$ cat config.mk
export PLATFORM = sky130hd
export DESIGN_NAME = dcef_flags
export DESIGN_NICKNAME = d
export VERILOG_FILES = /design/src/shared/dcef_pkg.sv /design/src/logic/dcef_flags.sv
export SDC_FILE = /design/constraint.sdc
export NUM_CORES = 1
export LEC_CHECK = 0
export BUFFER_PORTS_ARGS = -buffer_cell sky130_fd_sc_hd__buf_2
export CAP_MARGIN = 10
export CORE_ASPECT_RATIO = 0.9
export CORE_MARGIN = 3
export CORE_UTILIZATION = 37
export CTS_CLUSTER_SIZE = 14
export DETAILED_ROUTE_END_ITERATION = 8
export HOLD_SLACK_MARGIN = 0.08
export PLACE_DENSITY = 0.85
export SLEW_MARGIN = 20
export SYNTH_ARGS = -nofsm -noshare
export SYNTH_HDL_FRONTEND = slang
export SYNTH_SLANG_ARGS = --single-unit
$ cat constraint.sdc
create_clock -name clk_in -period 0.85 [get_ports clk_in]
set_input_delay 0.0425 -clock clk_in [delete_from_list [all_inputs] [get_ports clk_in]]
set_output_delay 0.0425 -clock clk_in [all_outputs]
set_load 0.03 [all_outputs]
$ cat src/shared/dcef_pkg.sv
// Package with the register map, field layout and carrier types of the event flag block.
package dcef_pkg;

  // ----------------------------------------------------------------
  // Bus widths
  // ----------------------------------------------------------------
  localparam int ADDR_W = 8;
  localparam int DATA_W = 32;

  // ----------------------------------------------------------------
  // Register offsets
  // ----------------------------------------------------------------
  localparam logic [7:0] STATUS_OFS = 8'h00;
  localparam logic [7:0] CLEAR_OFS = 8'h04;
  localparam logic [7:0] MASK_OFS = 8'h08;
  localparam logic [7:0] PENDING_OFS = 8'h0C;

  // ----------------------------------------------------------------
  // Field positions in the status, clear and mask registers
  // ----------------------------------------------------------------
  localparam int CH6_ANY_BIT = 24;
  localparam int CH6_DONE_BIT = 25;
  localparam int CH6_HALF_BIT = 26;
  localparam int CH6_FAULT_BIT = 27;
  localparam int CH7_ANY_BIT = 28;
  localparam int CH7_DONE_BIT = 29;
  localparam int CH7_HALF_BIT = 30;

  // Channel groups are four bits apart, starting at the channel 6 group.
  localparam int FIRST_CH_BIT = 24;
  localparam int CH_STRIDE = 4;
  localparam int CH_COUNT = 2;
  localparam int ANY_POS = 0;
  localparam int DONE_POS = 1;
  localparam int HALF_POS = 2;
  localparam int FAULT_POS = 3;

  // Only these bits can ever hold a flag; all others read as zero.
  localparam logic [31:0] FLAG_MASK = 32'h7F00_0000;

  // ----------------------------------------------------------------
  // Reset values
  // ----------------------------------------------------------------
  localparam logic [31:0] FLAGS_RST = 32'h0000_0000;
  localparam logic [31:0] MASK_RST = 32'h0000_0000;
  localparam logic [31:0] RDATA_RST = 32'h0000_0000;
  localparam logic [31:0] UNMAPPED_RD = 32'h0000_0000;

  // ----------------------------------------------------------------
  // Carrier types
  // ----------------------------------------------------------------
  typedef struct packed {
    logic fault_event;
    logic halfway_event;
    logic completion_event;
  } dcef_evt_t;

  typedef struct packed {
    logic wr;
    logic rd;
    logic [7:0] addr;
    logic [31:0] wdata;
  } dcef_bus_t;

  typedef struct packed {
    logic [31:0] flags;
    logic [31:0] mask;
    logic [31:0] rdata;
  } dcef_state_t;

endpackage

$ cat src/logic/dcef_flags.sv
// Event flag register block for DMA channels 6 and 7 with clear, mask and interrupt.
//
// ------------------------------------------------------------------
// Contract
// ------------------------------------------------------------------
module dcef_flags (
  input wire logic clk_in,
  input wire logic resetn_in,
  input wire dcef_pkg::dcef_evt_t ch6_evt_in,
  input wire dcef_pkg::dcef_evt_t ch7_evt_in,
  input wire logic [7:0] addr_in,
  input wire logic [31:0] wdata_in,
  input wire logic wr_in,
  input wire logic rd_in,
  output logic [31:0] rdata_out,
  output logic irq_out,
  output logic [6:0] flags_out
);

  // ----------------------------------------------------------------
  // State and bus capture
  // ----------------------------------------------------------------
  dcef_pkg::dcef_state_t state_reg;
  dcef_pkg::dcef_state_t state_next;
  dcef_pkg::dcef_bus_t bus;
  dcef_pkg::dcef_evt_t evt [dcef_pkg::CH_COUNT];
  logic [31:0] set_vec;
  logic [31:0] clr_vec;
  logic [31:0] rd_value;

  assign bus.wr = wr_in;
  assign bus.rd = rd_in;
  assign bus.addr = addr_in;
  assign bus.wdata = wdata_in;
  assign evt[0] = ch6_evt_in;
  assign evt[1] = ch7_evt_in;

  // ----------------------------------------------------------------
  // Per-channel event to flag mapping
  // ----------------------------------------------------------------
  // Each channel owns a group of four bits. The channel 7 fault bit would
  // land on bit 31, which is outside the flag field and is masked off, but
  // a channel 7 fault still raises that channel's any-event flag.
  genvar ch;
  generate
    for (ch = 0; ch < dcef_pkg::CH_COUNT; ch++) begin : g_ch
      localparam int BASE = dcef_pkg::FIRST_CH_BIT + ch * dcef_pkg::CH_STRIDE;
      assign set_vec[BASE + dcef_pkg::ANY_POS] = evt[ch].fault_event
        | evt[ch].halfway_event | evt[ch].completion_event;
      assign set_vec[BASE + dcef_pkg::DONE_POS] = evt[ch].completion_event;
      assign set_vec[BASE + dcef_pkg::HALF_POS] = evt[ch].halfway_event;
      assign set_vec[BASE + dcef_pkg::FAULT_POS] = evt[ch].fault_event;
    end
  endgenerate
  assign set_vec[dcef_pkg::FIRST_CH_BIT-1:0] = '0;

  // ----------------------------------------------------------------
  // Clear decode
  // ----------------------------------------------------------------
  // Only the clear register can remove a flag; a write to the status
  // offset decodes to nothing here.
  always_comb begin
    clr_vec = '0;
    if (bus.wr && (bus.addr == dcef_pkg::CLEAR_OFS)) begin
      clr_vec = bus.wdata & dcef_pkg::FLAG_MASK;
    end
  end

  // ----------------------------------------------------------------
  // Read multiplexer
  // ----------------------------------------------------------------
  always_comb begin
    unique case (bus.addr)
      dcef_pkg::STATUS_OFS: begin
        rd_value = state_reg.flags;
      end
      dcef_pkg::MASK_OFS: begin
        rd_value = state_reg.mask;
      end
      dcef_pkg::PENDING_OFS: begin
        rd_value = state_reg.flags & state_reg.mask;
      end
      default: begin
        // The clear register is write-only and reads as zero, as does
        // every unmapped offset.
        rd_value = dcef_pkg::UNMAPPED_RD;
      end
    endcase
  end

  // ----------------------------------------------------------------
  // Next state
  // ----------------------------------------------------------------
  always_comb begin
    state_next = state_reg;
    // The set term is applied after the clear so that an event landing
    // in the same cycle as its clear is never lost.
    state_next.flags = ((state_reg.flags & ~clr_vec) | set_vec)
      & dcef_pkg::FLAG_MASK;
    if (bus.wr && (bus.addr == dcef_pkg::MASK_OFS)) begin
      state_next.mask = bus.wdata & dcef_pkg::FLAG_MASK;
    end
    // Read data stand for exactly one cycle and are zero otherwise.
    state_next.rdata = bus.rd ? rd_value : dcef_pkg::RDATA_RST;
  end

  always_ff @(posedge clk_in or negedge resetn_in) begin
    if (!resetn_in) begin
      state_reg.flags <= dcef_pkg::FLAGS_RST;
      state_reg.mask <= dcef_pkg::MASK_RST;
      state_reg.rdata <= dcef_pkg::RDATA_RST;
    end else begin
      state_reg <= state_next;
    end
  end

  // ----------------------------------------------------------------
  // Outputs
  // ----------------------------------------------------------------
  assign rdata_out = state_reg.rdata;
  assign irq_out = |(state_reg.flags & state_reg.mask);
  assign flags_out = state_reg.flags[dcef_pkg::CH7_HALF_BIT:dcef_pkg::CH6_ANY_BIT];

  // ----------------------------------------------------------------
  // Checks
  // ----------------------------------------------------------------
  logic clr_wr;
  logic status_wr;
  assign clr_wr = wr_in && (addr_in == dcef_pkg::CLEAR_OFS);
  assign status_wr = wr_in && (addr_in == dcef_pkg::STATUS_OFS);

  ch6_done_set_a: assert property (
    @(posedge clk_in) disable iff (!resetn_in)
    ch6_evt_in.completion_event |=> state_reg.flags[dcef_pkg::CH6_DONE_BIT]
  ) else $error("Channel 6 done flag missed its completion event.");

  ch6_half_set_a: assert property (
    @(posedge clk_in) disable iff (!resetn_in)
    ch6_evt_in.halfway_event |=> state_reg.flags[dcef_pkg::CH6_HALF_BIT]
  ) else $error("Channel 6 halfway flag missed its event.");

  ch6_fault_set_a: assert property (
    @(posedge clk_in) disable iff (!resetn_in)
    ch6_evt_in.fault_event |=> state_reg.flags[dcef_pkg::CH6_FAULT_BIT]
  ) else $error("Channel 6 fault flag missed its event.");

  ch7_any_set_a: assert property (
    @(posedge clk_in) disable iff (!resetn_in)
    (|ch7_evt_in) |=> state_reg.flags[dcef_pkg::CH7_ANY_BIT]
  ) else $error("Channel 7 any-event flag missed an event.");

  ch7_done_set_a: assert property (
    @(posedge clk_in) disable iff (!resetn_in)
    ch7_evt_in.completion_event |=> state_reg.flags[dcef_pkg::CH7_DONE_BIT]
  ) else $error("Channel 7 done flag missed its completion event.");

  ch7_half_set_a: assert property (
    @(posedge clk_in) disable iff (!resetn_in)
    ch7_evt_in.halfway_event |=> state_reg.flags[dcef_pkg::CH7_HALF_BIT]
  ) else $error("Channel 7 halfway flag missed its event.");

  ch6_any_set_a: assert property (
    @(posedge clk_in) disable iff (!resetn_in)
    (|ch6_evt_in) |=> state_reg.flags[dcef_pkg::CH6_ANY_BIT]
  ) else $error("Channel 6 any-event flag missed an event.");

  ch6_any_rise_a: assert property (
    @(posedge clk_in) disable iff (!resetn_in)
    $rose(state_reg.flags[dcef_pkg::CH6_ANY_BIT]) |-> $past(|ch6_evt_in)
  ) else $error("Channel 6 any-event flag rose with no event.");

  ch6_done_rise_a: assert property (
    @(posedge clk_in) disable iff (!resetn_in)
    $rose(state_reg.flags[dcef_pkg::CH6_DONE_BIT]) |-> $past(ch6_evt_in.completion_event)
  ) else $error("Channel 6 done flag rose with no completion event.");

  ch6_half_rise_a: assert property (
    @(posedge clk_in) disable iff (!resetn_in)
    $rose(state_reg.flags[dcef_pkg::CH6_HALF_BIT]) |-> $past(ch6_evt_in.halfway_event)
  ) else $error("Channel 6 halfway flag rose with no event.");

  ch6_fault_rise_a: assert property (
    @(posedge clk_in) disable iff (!resetn_in)
    $rose(state_reg.flags[dcef_pkg::CH6_FAULT_BIT]) |-> $past(ch6_evt_in.fault_event)
  ) else $error("Channel 6 fault flag rose with no event.");

  ch7_any_rise_a: assert property (
    @(posedge clk_in) disable iff (!resetn_in)
    $rose(state_reg.flags[dcef_pkg::CH7_ANY_BIT]) |-> $past(|ch7_evt_in)
  ) else $error("Channel 7 any-event flag rose with no event.");

  ch7_done_rise_a: assert property (
    @(posedge clk_in) disable iff (!resetn_in)
    $rose(state_reg.flags[dcef_pkg::CH7_DONE_BIT]) |-> $past(ch7_evt_in.completion_event)
  ) else $error("Channel 7 done flag rose with no completion event.");

  ch7_half_rise_a: assert property (
    @(posedge clk_in) disable iff (!resetn_in)
    $rose(state_reg.flags[dcef_pkg::CH7_HALF_BIT]) |-> $past(ch7_evt_in.halfway_event)
  ) else $error("Channel 7 halfway flag rose with no event.");

  // ----------------------------------------------------------------
  // Clear checks
  // ----------------------------------------------------------------

  flag_clear_only_a: assert property (
    @(posedge clk_in) disable iff (!resetn_in)
    $fell(state_reg.flags[dcef_pkg::CH6_DONE_BIT])
      |-> $past(clr_wr) && $past(wdata_in[dcef_pkg::CH6_DONE_BIT])
  ) else $error("Channel 6 done flag fell without a clear write.");

  clear_takes_a: assert property (
    @(posedge clk_in) disable iff (!resetn_in)
    clr_wr && wdata_in[dcef_pkg::CH7_DONE_BIT] && !ch7_evt_in.completion_event
      |=> !state_reg.flags[dcef_pkg::CH7_DONE_BIT]
  ) else $error("Channel 7 done flag survived its clear.");

  set_beats_clear_a: assert property (
    @(posedge clk_in) disable iff (!resetn_in)
    clr_wr && wdata_in[dcef_pkg::CH6_FAULT_BIT] && ch6_evt_in.fault_event
      |=> state_reg.flags[dcef_pkg::CH6_FAULT_BIT]
  ) else $error("A clear beat a simultaneous fault event.");

  zero_keeps_a: assert property (
    @(posedge clk_in) disable iff (!resetn_in)
    clr_wr && !wdata_in[dcef_pkg::CH6_HALF_BIT]
      && state_reg.flags[dcef_pkg::CH6_HALF_BIT]
      |=> state_reg.flags[dcef_pkg::CH6_HALF_BIT]
  ) else $error("A zero clear bit removed a flag.");

  status_wr_none_a: assert property (
    @(posedge clk_in) disable iff (!resetn_in)
    status_wr && !(|ch6_evt_in) && !(|ch7_evt_in)
      |=> state_reg.flags == $past(state_reg.flags)
  ) else $error("A status write changed the flags.");

  fall_needs_clear_a: assert property (
    @(posedge clk_in) disable iff (!resetn_in)
    ($past(state_reg.flags) & ~state_reg.flags
      & ~($past(wdata_in) & {32{$past(clr_wr)}})) == '0
  ) else $error("A flag fell without a matching clear bit.");

  clear_removes_a: assert property (
    @(posedge clk_in) disable iff (!resetn_in)
    clr_wr && !(|ch6_evt_in) && !(|ch7_evt_in)
      |=> (state_reg.flags & $past(wdata_in)) == '0
  ) else $error("A flag survived a one in the clear register.");

  zero_bits_keep_a: assert property (
    @(posedge clk_in) disable iff (!resetn_in)
    clr_wr
      |=> ($past(state_reg.flags) & ~$past(wdata_in) & ~state_reg.flags) == '0
  ) else $error("A clear write removed a flag whose clear bit was zero.");

  // ----------------------------------------------------------------
  // Bus and interrupt checks
  // ----------------------------------------------------------------

  read_timing_a: assert property (
    @(posedge clk_in) disable iff (!resetn_in)
    rd_in && (addr_in == dcef_pkg::STATUS_OFS) && !clr_wr
      |=> rdata_out == $past(state_reg.flags) ##1 ($past(rd_in) || rdata_out == '0)
  ) else $error("Status read data wrong or held too long.");

  irq_level_a: assert property (
    @(posedge clk_in) disable iff (!resetn_in)
    rd_in && (addr_in == dcef_pkg::PENDING_OFS)
      |=> (rdata_out != '0) == $past(irq_out)
  ) else $error("Interrupt level disagrees with the pending register.");

  status_read_a: assert property (
    @(posedge clk_in) disable iff (!resetn_in)
    rd_in && (addr_in == dcef_pkg::STATUS_OFS)
      |=> rdata_out[dcef_pkg::CH7_HALF_BIT:dcef_pkg::CH6_ANY_BIT] == $past(flags_out)
        && (rdata_out & ~dcef_pkg::FLAG_MASK) == '0
  ) else $error("Status read disagrees with the flag outputs.");

  clear_rd_zero_a: assert property (
    @(posedge clk_in) disable iff (!resetn_in)
    rd_in && (addr_in == dcef_pkg::CLEAR_OFS)
      |=> rdata_out == '0
  ) else $error("The clear register did not read as zero.");

  mask_write_a: assert property (
    @(posedge clk_in) disable iff (!resetn_in)
    wr_in && (addr_in == dcef_pkg::MASK_OFS)
      |=> state_reg.mask == ($past(wdata_in) & dcef_pkg::FLAG_MASK)
  ) else $error("Mask write did not land.");

  mask_read_a: assert property (
    @(posedge clk_in) disable iff (!resetn_in)
    rd_in && (addr_in == dcef_pkg::MASK_OFS)
      |=> rdata_out == $past(state_reg.mask)
  ) else $error("Mask read data wrong.");

  pending_read_a: assert property (
    @(posedge clk_in) disable iff (!resetn_in)
    rd_in && (addr_in == dcef_pkg::PENDING_OFS)
      |=> rdata_out == ($past(state_reg.flags) & $past(state_reg.mask))
  ) else $error("Pending read data wrong.");

  idle_rdata_a: assert property (
    @(posedge clk_in) disable iff (!resetn_in)
    !rd_in |=> rdata_out == '0
  ) else $error("Read data stood without a read strobe.");

  rdata_field_a: assert property (
    @(posedge clk_in) disable iff (!resetn_in)
    (rdata_out & ~dcef_pkg::FLAG_MASK) == '0
  ) else $error("Read data outside the flag field.");

  field_clean_a: assert property (
    @(posedge clk_in) disable iff (!resetn_in)
    (state_reg.flags & ~dcef_pkg::FLAG_MASK) == '0
  ) else $error("A flag was set outside the flag field.");

  irq_rise_a: assert property (
    @(posedge clk_in) disable iff (!resetn_in)
    $rose(irq_out) |-> $past((|ch6_evt_in) || (|ch7_evt_in)
      || (wr_in && (addr_in == dcef_pkg::MASK_OFS)))
  ) else $error("Interrupt rose with no event and no mask write.");

  irq_fall_a: assert property (
    @(posedge clk_in) disable iff (!resetn_in)
    $fell(irq_out) |-> $past(wr_in && ((addr_in == dcef_pkg::CLEAR_OFS)
      || (addr_in == dcef_pkg::MASK_OFS)))
  ) else $error("Interrupt fell with no clear and no mask write.");

endmodule

# Yosys cells after proc, flatten, opt, wreduce, memory -nomap -nowiden
# Index checks and enable logic that the tools add are counted.
[word_totals] register_bits=46 in_bits=50 out_inout_bits=40 elab_cells=21
[op_classes] eq_ne=3 n_mux=3 n_bitwise=8 reduce_logical=4
[op_table] op="$pmux W32 S3" n=1
[op_table] op="$and A31 B31 Y31" n=2
[op_table] op="$mux W32" n=1
[op_table] op="$reduce_or A32 Y1" n=1
[op_table] op="$mux W31" n=1
[op_table] op="$not A31 Y31" n=1
[op_table] op="$or A31 B31 Y31" n=1
[op_table] op="$eq A8 B4 Y1 const B" n=2
[op_table] op="$eq A8 B3 Y1 const B" n=1
[op_table] op="$logic_not A8 Y1" n=1
[op_table] op="$or A1 B1 Y1" n=4
[op_table] op="$logic_and A1 B1 Y1" n=2

# Depth between registers and ports, before layout
# Gate-level depths: netlist (run 1).
[depth] word_depth=6 mapped_depth=5 mapped_depth_nobuf=3

# Worst setup path before layout (run 1)
# OpenSTA, ideal clock, no wires.
[synth_path] path_type="input-to-reg" startpoint="input port addr_in[5]" endpoint="register state_reg, in the netlist flags_out[0]" setup_time_ns=0.129 arrival_time_ns=1.056 required_time_ns=0.721 slack_ns=-0.335 stages=3 n_path_buf=0 cell_sequence="nor4_4 -> nand4_1 -> a2111o_1"
[synth_rtl] element="from (decl)" line_no="dcef_flags.sv:11" text="input wire logic [7:0] addr_in,"
[synth_rtl] element="to (signal assigned)" line_no="dcef_flags.sv:113" text="state_reg <= state_next;"
[synth_rtl] element="to (decl)" line_no="dcef_flags.sv:23" text="dcef_pkg::dcef_state_t state_reg;"

# Final worst setup path (run 1)
[layout_path] startpoint="register state_reg, in the netlist flags_out[5]" endpoint="output port irq_out"
[layout_between] elab_chain_cells=2
[layout_rtl] element="$and A31 B31 Y31" line_no="dcef_flags.sv:121" text="assign irq_out = |(state_reg.flags & state_reg.mask);"
[layout_rtl] element="$reduce_or A32 Y1" line_no="dcef_flags.sv:121"
[layout_rtl] element="to (decl)" line_no="dcef_flags.sv:16" text="output logic irq_out,"
# No other way between the ends.

==> results.yml, run 1 <==
run_status:
  status: "finished with violations"
  violations: "negative hold slack, negative setup slack"
sta:
  clock_skew_ns: 0.00335
  finalSetupViolations: 26
  finalHoldViolCount: 1
  holdWs_ns: -0.0315
  maxSlewViolCount: 0
  post-route-period-util_pct: 162
  clock.fmax_ghz: 0.728
  fin_crit_ns: 1.37
  setup_slack_ns: -0.524
  rsz0062_at_grt: "true"
grt:
  grtUsageTotal_pct: 14.6
  grt_max_degree: 22
  antenna_found_initial: 0
  grt_pass1_vias: 1007
  grt_pass1_wl_um: 4750
  overflow: 0
yosys:
  ys_top_cells_by_area: "dfrtp_1 (40%), buf_4 (22%), mux2_2 (6.0%)"
  synthDominantCellAreaShare_pct: 40.2
  yosysWarnings: 0
  ys_ff_latch: 21
  postSynthCellCount: 123
  syn_area_um2: 1310
  yosysTopAreaCell: "dfrtp_1"
  synth.distinct_cells: 18
  yosysSeqAreaShare_pct: 40.2
  syn_area_per_cell_um2: 10.6
floorplan:
  die-area_um2: 4280
  fp.dieW_um: 68.6
  num_rows: 19
  die_h_um: 62.4
  start_util_pct: 40.7
  io_pins: 90
  coreArea_um2: 3210
final_layout:
  antenna_cells: 0
  final_area_um2: 1900
  final_layout_size_suffix_gt1_share_pct: 44.1
  areaGrowthSynthToFinish_pct: 45.1
  fin_nets: 239
  n_fill_cell: 283
clocking:
  cts_root_buf: "clkbuf_8"
  clock_path_buffers: 2
  clkTransAtPathRegs_ns: 0.08
  cts_tree: "done"
  clock_latency_ns: 0.26
  h-tree-depth: 1
  ctsHoldBuffers: 13
  cts_sinks: 21
  numCtsBuffers: 3
critical_path:
  cp_max_fo: 2
  cp.required_ns: 0.81
  path_class: "flip-flop to primary output"
  endpoint_kind: "primary output"
  crit_path_top_delay_cell: "a222oi_1"
  slowest_delay_ns: 0.40
  crit_path_cell_trace: "a222oi_1 > nand3_2 > buf_6"
  startpoint_type: "flip-flop"
  crit_arrival_ns: 1.33
routing:
  drt_iter0_drc: 39
  wl_met1_um: 1290
  detail_route.first_pass.iterations: 4
  vias: 1048
  vias_per_cell: 4.56
  routed-wl-met2_um: 1560
  drt.antenna.violating_nets: 0
  wl_met3_um: 258
  routed.top_layer: "met3"
  wl_per_cell_um: 13.5
  drc: 0
  drt_wl_total_um: 3100
place:
  place.gp.congestion: 0.887
  port_buffers: 39
  dp_hpwl_um: 2330
  placedInstanceArea_um2: 1540
power:
  power.density_nw_per_um2: 1180
  ir_drop_v: 0.00128
  p_leak_nw: 0.941
flow_run:
  maxCapViolCount: 0
worst_hold_path:
  min_path_type: "input pin to flip-flop"
-- cells in the final DEF (no fill, tap or decap) --
| cell | instances |
|---|---|
| conb_1 | 25 |
| a2111o_1 | 2 |
| a21o_1 | 5 |
| dfrtp_1 | 21 |
| buf_12 | 2 |
| o21a_1 | 7 |
| nor2_1 | 8 |
| mux2_2 | 7 |
| nand4b_4 | 1 |
| a22oi_1 | 2 |
| mux2i_1 | 7 |
| buf_2 | 24 |
| clkinv_2 | 1 |
| clkbuf_8 | 3 |
| dlygate4sd3_1 | 13 |
| a222oi_1 | 1 |
| nor4_4 | 1 |
| nand3_2 | 2 |
| nor2b_2 | 1 |
| nor3b_2 | 1 |
| nand4_1 | 7 |
| buf_6 | 28 |
| nand3_1 | 7 |
| buf_4 | 12 |
-- cells by family (layout without fill, tap and decap cells) --
group	Yosys count	in the layout	synth area share [%]
other cells	1	25	0.287
compound gates	17	17	10.5
mux	14	14	11.4
flops	21	21	40.2
buf+inv	42	83	23.6
simple gates	28	28	14.0
-- worst max-delay path: cells and delay by family (launching register included) --
kind	cells	cell delay [ns]
and+or+nand+nor	1	0.12
AOI/OAI and AO/OA	1	0.40
buffers and inverters	1	0.16
DFF	1	0.39
-- worst paths after layout --
check	start	end	slack (ns)	depth (start not counted)
min in group asynchronous	resetn_in	rdata_out[25]	0.28	2
setup / recovery	flags_out[5]	irq_out	-0.52	3
hold / removal	ch7_evt_in[2]	flags_out[4]	-0.03	2
setup reg to reg	state_reg[61]	rdata_out[29]	-0.19	5
hold reg to reg	state_reg[58]	state_reg[58]	0.60	1
max in group asynchronous	resetn_in	flags_out[5]	0.26	2
-- Yosys cell counts (all sizes together) --
cell type,n
a2111o,2
a21o,5
a222oi,1
a22oi,2
buf,42
conb,1
dfrtp,21
mux2,7
mux2i,7
nand3,9
nand4,7
nand4b,1
nor2,8
nor2b,1
nor3b,1
nor4,1
o21a,7
-- stage by stage --
| step | TNS [ns] | utilization, % | power (mW) | setup WS, ns | instances |
|---|---|---|---|---|---|
| final | -3.17 | 59.1 | 2.24 | -0.524 | 230 |
| after global routing | -4.28 | 59.1 | 2.34 | -0.579 | 230 |
| after CTS | -2.74 | 56.5 | 2.25 | -0.541 | 227 |
| after detailed placement | -6.31 | 48.0 | 1.52 | -0.333 | 209 |
| after global placement | -5.84 | 48.0 | 1.51 | -0.316 | 209 |
| after floorplan | -3.98 | - | 1.43 | -0.282 | 147 |
-- layer usage --
layer | global-route usage, % | up-vias
met5 | 0 | -
met3 | 5.22 | 0
li1 | - | 506
met4 | 2.48 | 0
met2 | 23.6 | 50
met1 | 18.8 | 492
-- cell type report --
cell class	instances	area [um^2]	share of cell area [%]
timing repair buffer	79	696	36.7
clock buffer	3	41.3	2.18
sequential	21	526	27.7
clock inverter	1	5.00	0.264
multi-input combinational	84	576	30.4
tap	42	52.6	2.77
-- where the power goes --
group	switching [mW]	internal, mW	total [mW]
Sequential	0.0154	1.02	1.03
Clock	0.325	0.327	0.652
Combinational	0.328	0.232	0.560
-- what timing repair did --
item,in CTS,in global routing
hold endpoints to repair,35,1
setup buffers,1,4
setup endpoints to repair,25,32
gates resized for setup,26,20
pin swaps,2,4
Note: power is estimated with default switching activity, not from simulation.
==> run 2, diff against run 1 <==
Settings changed: CORE_UTILIZATION 37 to 44, GPL_ROUTABILITY_DRIVEN set to 1, PLACE_DENSITY 0.85 to 0.94, TNS_END_PERCENT set to 1.
Clock period 0.85 ns to 1.7 ns, I/O delays scaled along.
==> results.yml, run 2 (synthesized netlist as in run 1, its figures left out) <==
run_status:
  status: "complete, no violations"
clocking:
  clkTransAtPathRegs_ns: 0.11
  cts_tree: "done"
  clock_latency_ns: 0.31
  clock_path_buffers: 2
  numCtsBuffers: 3
  cts_root_buf: "clkbuf_4"
  h-tree-depth: 1
  cts_sinks: 21
  cts_resized: 0
sta:
  fin_crit_ns: 1.56
  clock_skew_ns: 0.00533
  finalHoldViolCount: 0
  maxSlewViolCount: 0
  setup_slack_ns: 0.141
  rsz0062_at_grt: "false"
  setup-tns-final_ns: 0
  clock.fmax_ghz: 0.642
  post-route-period-util_pct: 91.7
  finalSetupViolations: 0
final_layout:
  fin_nets: 220
  areaGrowthSynthToFinish_pct: 19.6
  fin_cells: 209
  final_common_cell: "buf_2"
  antenna_cells: 0
  final_layout_size_suffix_gt1_share_pct: 32.5
  most-common-layout-cells: "buf_2 (39), conb_1 (25), dfrtp_1 (21), dlygate4sd3_1 (18), nand3_1 (9)"
  fin_util_pct: 56.0
  n_fill_cell: 265
floorplan:
  die_h_um: 57.7
  coreArea_um2: 2790
  die-area_um2: 3660
  num_rows: 18
  io_pins: 90
  fp.dieW_um: 63.4
  start_util_pct: 46.8
place:
  place.gp.congestion: 0.880
  dp_cells: 187
  preCtsSetupSlack_ns: 0.258
  dp_hpwl_um: 2010
  port_buffers: 39
power:
  clock_power_share_pct: 24.3
  netSwitchingFraction_pct: 31.0
  internal_power_uw: 680
  ir_drop_v: 0.000340
  switchingPower_uw: 306
  pwr-share-seq_pct: 52.4
  p_comb_share_pct: 23.3
  power.density_nw_per_um2: 631
  p_leak_nw: 0.759
  power_uw: 986
routing:
  detail_route.first_pass.iterations: 4
  wl_per_cell_um: 12.3
  drc: 0
  vias_per_cell: 4.66
  drt_wl_total_um: 2570
  drt.antenna.violating_nets: 0
  vias: 973
  drt_iter0_drc: 28
critical_path:
  crit_arrival_ns: 1.76
  slowest_delay_ns: 0.54
  cp.required_ns: 1.90
  endpoint_kind: "flip-flop"
  crit_path_top_delay_cell: "dlygate4sd3_1"
  crit_path_cell_trace: "buf_2 > nor4_4 > buf_4 > nand4_1 > a21o_1 > dlygate4sd3_1"
  startpoint_type: "input pin"
  path_class: "input pin to flip-flop"
  cp_max_fo: 6
grt:
  overflow: 0
  grt_pass1_vias: 881
  grt_max_degree: 22
  grt_pass1_wl_um: 4070
  antenna_found_initial: 0
  grtUsageTotal_pct: 14.2
flow_run:
  maxCapViolCount: 0
worst_hold_path:
  min_path_type: "input pin to flip-flop"
run 2: changes by cell type in the layout (fill, tap and decap cells not counted), sizes merged:
cell         previous run  this run
dlygate4sd3            13        18
clkbuf                  3         4
buf                    66        42
clkinv                  1         0
run 2: power groups by stage:
stage | sequential [mW] | combinational (mW) | clock (mW)
2_1_floorplan | 0.523 | 0.189 | 0
3_3_place_gp | 0.525 | 0.202 | 0
3_5_place_dp | 0.526 | 0.205 | 0
4_1_cts | 0.516 | 0.230 | 0.249
5_1_grt | 0.517 | 0.249 | 0.264
6_report | 0.516 | 0.230 | 0.239
run 2: critical path, delay by kind of cell:
| family | cells | cell delay [ns] |
|---|---|---|
| buffers and inverters | 3 | 0.88 |
| AND/OR/NAND/NOR | 2 | 0.59 |
| AO/OA/AOI/OAI | 1 | 0.20 |
run 2: layout make-up:
| class | instances | area (um^2) | area share, % |
|---|---|---|---|
| clock buffer | 4 | 26.3 | 1.68 |
| multi-input combinational | 84 | 563 | 36.0 |
| tap | 40 | 50.0 | 3.20 |
| timing repair buffer | 60 | 398 | 25.5 |
| sequential | 21 | 526 | 33.6 |
run 2: layer usage:
metal	vias to the layer above	track usage [%]	routed length [um]
li1	465	-	-
met1	460	18.6	1120
met2	46	23.4	1240
met3	2	4.46	197
met4	0	3.08	9
met5	-	0	0
run 2: path summary, 6_finish.rpt:
check                                    from            end  slack, ns  cells past startpoint
worst max-delay path               addr_in[5]   flags_out[6]       0.14                      6
worst min-delay path                    rd_in  rdata_out[26]       0.16                      3
worst max register to register   flags_out[6]   flags_out[6]       0.44                      2
worst min register to register  state_reg[57]  state_reg[57]       0.58                      1
max in group asynchronous           resetn_in   flags_out[6]       1.14                      2
min in group asynchronous           resetn_in   flags_out[3]       0.25                      2
run 2: repair_timing:
item                                   4_1_cts  5_1_grt
setup buffers                                0        0
endpoints found under the hold margin       35        0
hold buffers                                18        0
run 2: metrics by stage:
stage	hold WS (ns)	instance area, um^2
global route	0.159	1560
CTS	0.146	1560
detailed placement	0.0578	1360
global placement	0.0571	1360
floorplan	-0.211	1400
finish	0.160	1560
==> run 3, diff against run 2 <==
Settings changed: CORE_UTILIZATION 44 to 46, CTS_BUF_LIST set to sky130_fd_sc_hd__clkbuf_4 sky130_fd_sc_hd__clkbuf_8, CTS_CLUSTER_DIAMETER set to 120, PLACE_DENSITY 0.94 to 0.95.
==> results.yml, run 3 (synthesized netlist as in run 1, its figures left out) <==
grt:
  grt_pass1_vias: 913
  antenna_found_initial: 0
  overflow: 0
  grt_max_degree: 22
  grt_pass1_wl_um: 4170
  grtUsageTotal_pct: 15.0
clocking:
  h-tree-depth: 1
  cts_root_buf: "clkbuf_4"
  cts_sinks: 21
  clock_latency_ns: 0.31
  clock_path_buffers: 2
  numCtsBuffers: 3
  cts_resized: 0
  clkTransAtPathRegs_ns: 0.11
  cts_tree: "done"
routing:
  drt.antenna.violating_nets: 0
  vias: 1001
  drc: 0
  detail_route.first_pass.iterations: 4
  vias_per_cell: 4.74
  drt_iter0_drc: 16
  wl_per_cell_um: 12.3
  drt_wl_total_um: 2600
power:
  clock_power_share_pct: 25.5
  switchingPower_uw: 309
  netSwitchingFraction_pct: 30.6
  pwr-share-seq_pct: 51.3
  p_leak_nw: 0.779
  internal_power_uw: 699
  ir_drop_v: 0.000454
  p_comb_share_pct: 23.3
  power.density_nw_per_um2: 631
floorplan:
  die-area_um2: 3520
  io_pins: 90
  coreArea_um2: 2570
  start_util_pct: 50.8
  fp.dieW_um: 62.2
  die_h_um: 56.6
  num_rows: 17
final_layout:
  final_layout_size_suffix_gt1_share_pct: 34.1
  fin_nets: 224
  areaGrowthSynthToFinish_pct: 22.2
  final_common_cell: "buf_2"
  seq_area_um2: 526
  antenna_cells: 0
  most-common-layout-cells: "buf_2 (39), conb_1 (25), dfrtp_1 (21), dlygate4sd3_1 (19), nand3_1 (9)"
  n_fill_cell: 219
  multiInputGateArea_um2: 563
sta:
  post-route-period-util_pct: 90.6
  maxSlewViolCount: 0
  clock_skew_ns: 0.00594
  rsz0062_at_grt: "false"
  finalHoldViolCount: 0
  setup_slack_ns: 0.160
  finalSetupViolations: 0
  clock.fmax_ghz: 0.649
  setup-tns-final_ns: 0
  fin_crit_ns: 1.54
place:
  port_buffers: 39
  place.gp.congestion: 0.843
  preCtsSetupSlack_ns: 0.278
  dp_hpwl_um: 1920
critical_path:
  endpoint_kind: "flip-flop"
  cp_top_family: "buffers and inverters"
  slowest_delay_ns: 0.55
  crit_top_cell: "dlygate4sd3_1"
  cp.buffers_inverters: 3
  crit_path_cell_trace: "dlygate4sd3_1 > buf_2 > nand4_1 > a2111o_1 > dlygate4sd3_1"
  cp_max_fo: 2
  startpoint_type: "input pin"
  crit_path_top_delay_cell: "dlygate4sd3_1"
  crit_arrival_ns: 1.74
  cp.required_ns: 1.90
  path_class: "input pin to flip-flop"
worst_hold_path:
  min_path_type: "input pin to flip-flop"
flow_run:
  maxCapViolCount: 0
run_status:
  status: "complete, no violations"
==> run 3: timing repair <==
action                     in CTS  in global routing
hold buffers                   19                  0
setup endpoints to repair       0                  1
buffers inserted                0                  2
hold endpoints to repair       35                  0
==> run 3: power groups by stage <==
stage | sequential [mW] | clock, mW | combinational (mW)
after global placement | 0.525 | 0 | 0.204
after CTS | 0.516 | 0.264 | 0.232
final | 0.516 | 0.257 | 0.234
after detailed placement | 0.526 | 0 | 0.207
after floorplan | 0.523 | 0 | 0.189
after global routing | 0.517 | 0.278 | 0.252
==> run 3: final cells by class <==
cell class / count / area share (%)
multi-input cells: 84 / 35.3
flip-flops and latches: 21 / 32.9
repair buffers: 64 / 27.0
well taps: 38 / 2.98
clock buffers: 4 / 1.88
==> run 3: per-stage QoR <==
| step | power (mW) | util (%) | area [um^2] | cells | hold slack (ns) |
|---|---|---|---|---|---|
| after global placement | 0.729 | 52.9 | 1360 | 186 | 0.0525 |
| final | 1.01 | 62.0 | 1600 | 211 | 0.152 |
| after detailed placement | 0.732 | 52.9 | 1360 | 186 | 0.0597 |
| after floorplan | 0.712 | - | 1400 | 147 | -0.211 |
| after CTS | 1.01 | 61.4 | 1580 | 209 | 0.145 |
| after global routing | 1.05 | 62.0 | 1600 | 211 | 0.189 |
==> run 3: layer usage <==
metal / wire, um / track usage (%)
met5: 0 / 0
met4: 19 / 3.79
met3: 204 / 4.60
met2: 1240 / 25.2
met1: 1130 / 18.8
==> run 3: worst min-delay path: stages <==
cell	delay (ns)
buf_2	0.10
nand3_1	0.18
nor2_1	0.07
==> run 3: worst paths after layout <==
check,endpoint,start,cells past startpoint,slack [ns]
max,flags_out[4],wdata_in[28],5,0.16
min,rdata_out[26],rd_in,3,0.15
max reg2reg,flags_out[4],flags_out[4],2,0.24
min reg2reg,state_reg[60],state_reg[60],1,0.58
max in group asynchronous,state_reg[62],resetn_in,2,1.14
min in group asynchronous,state_reg[60],resetn_in,2,0.24
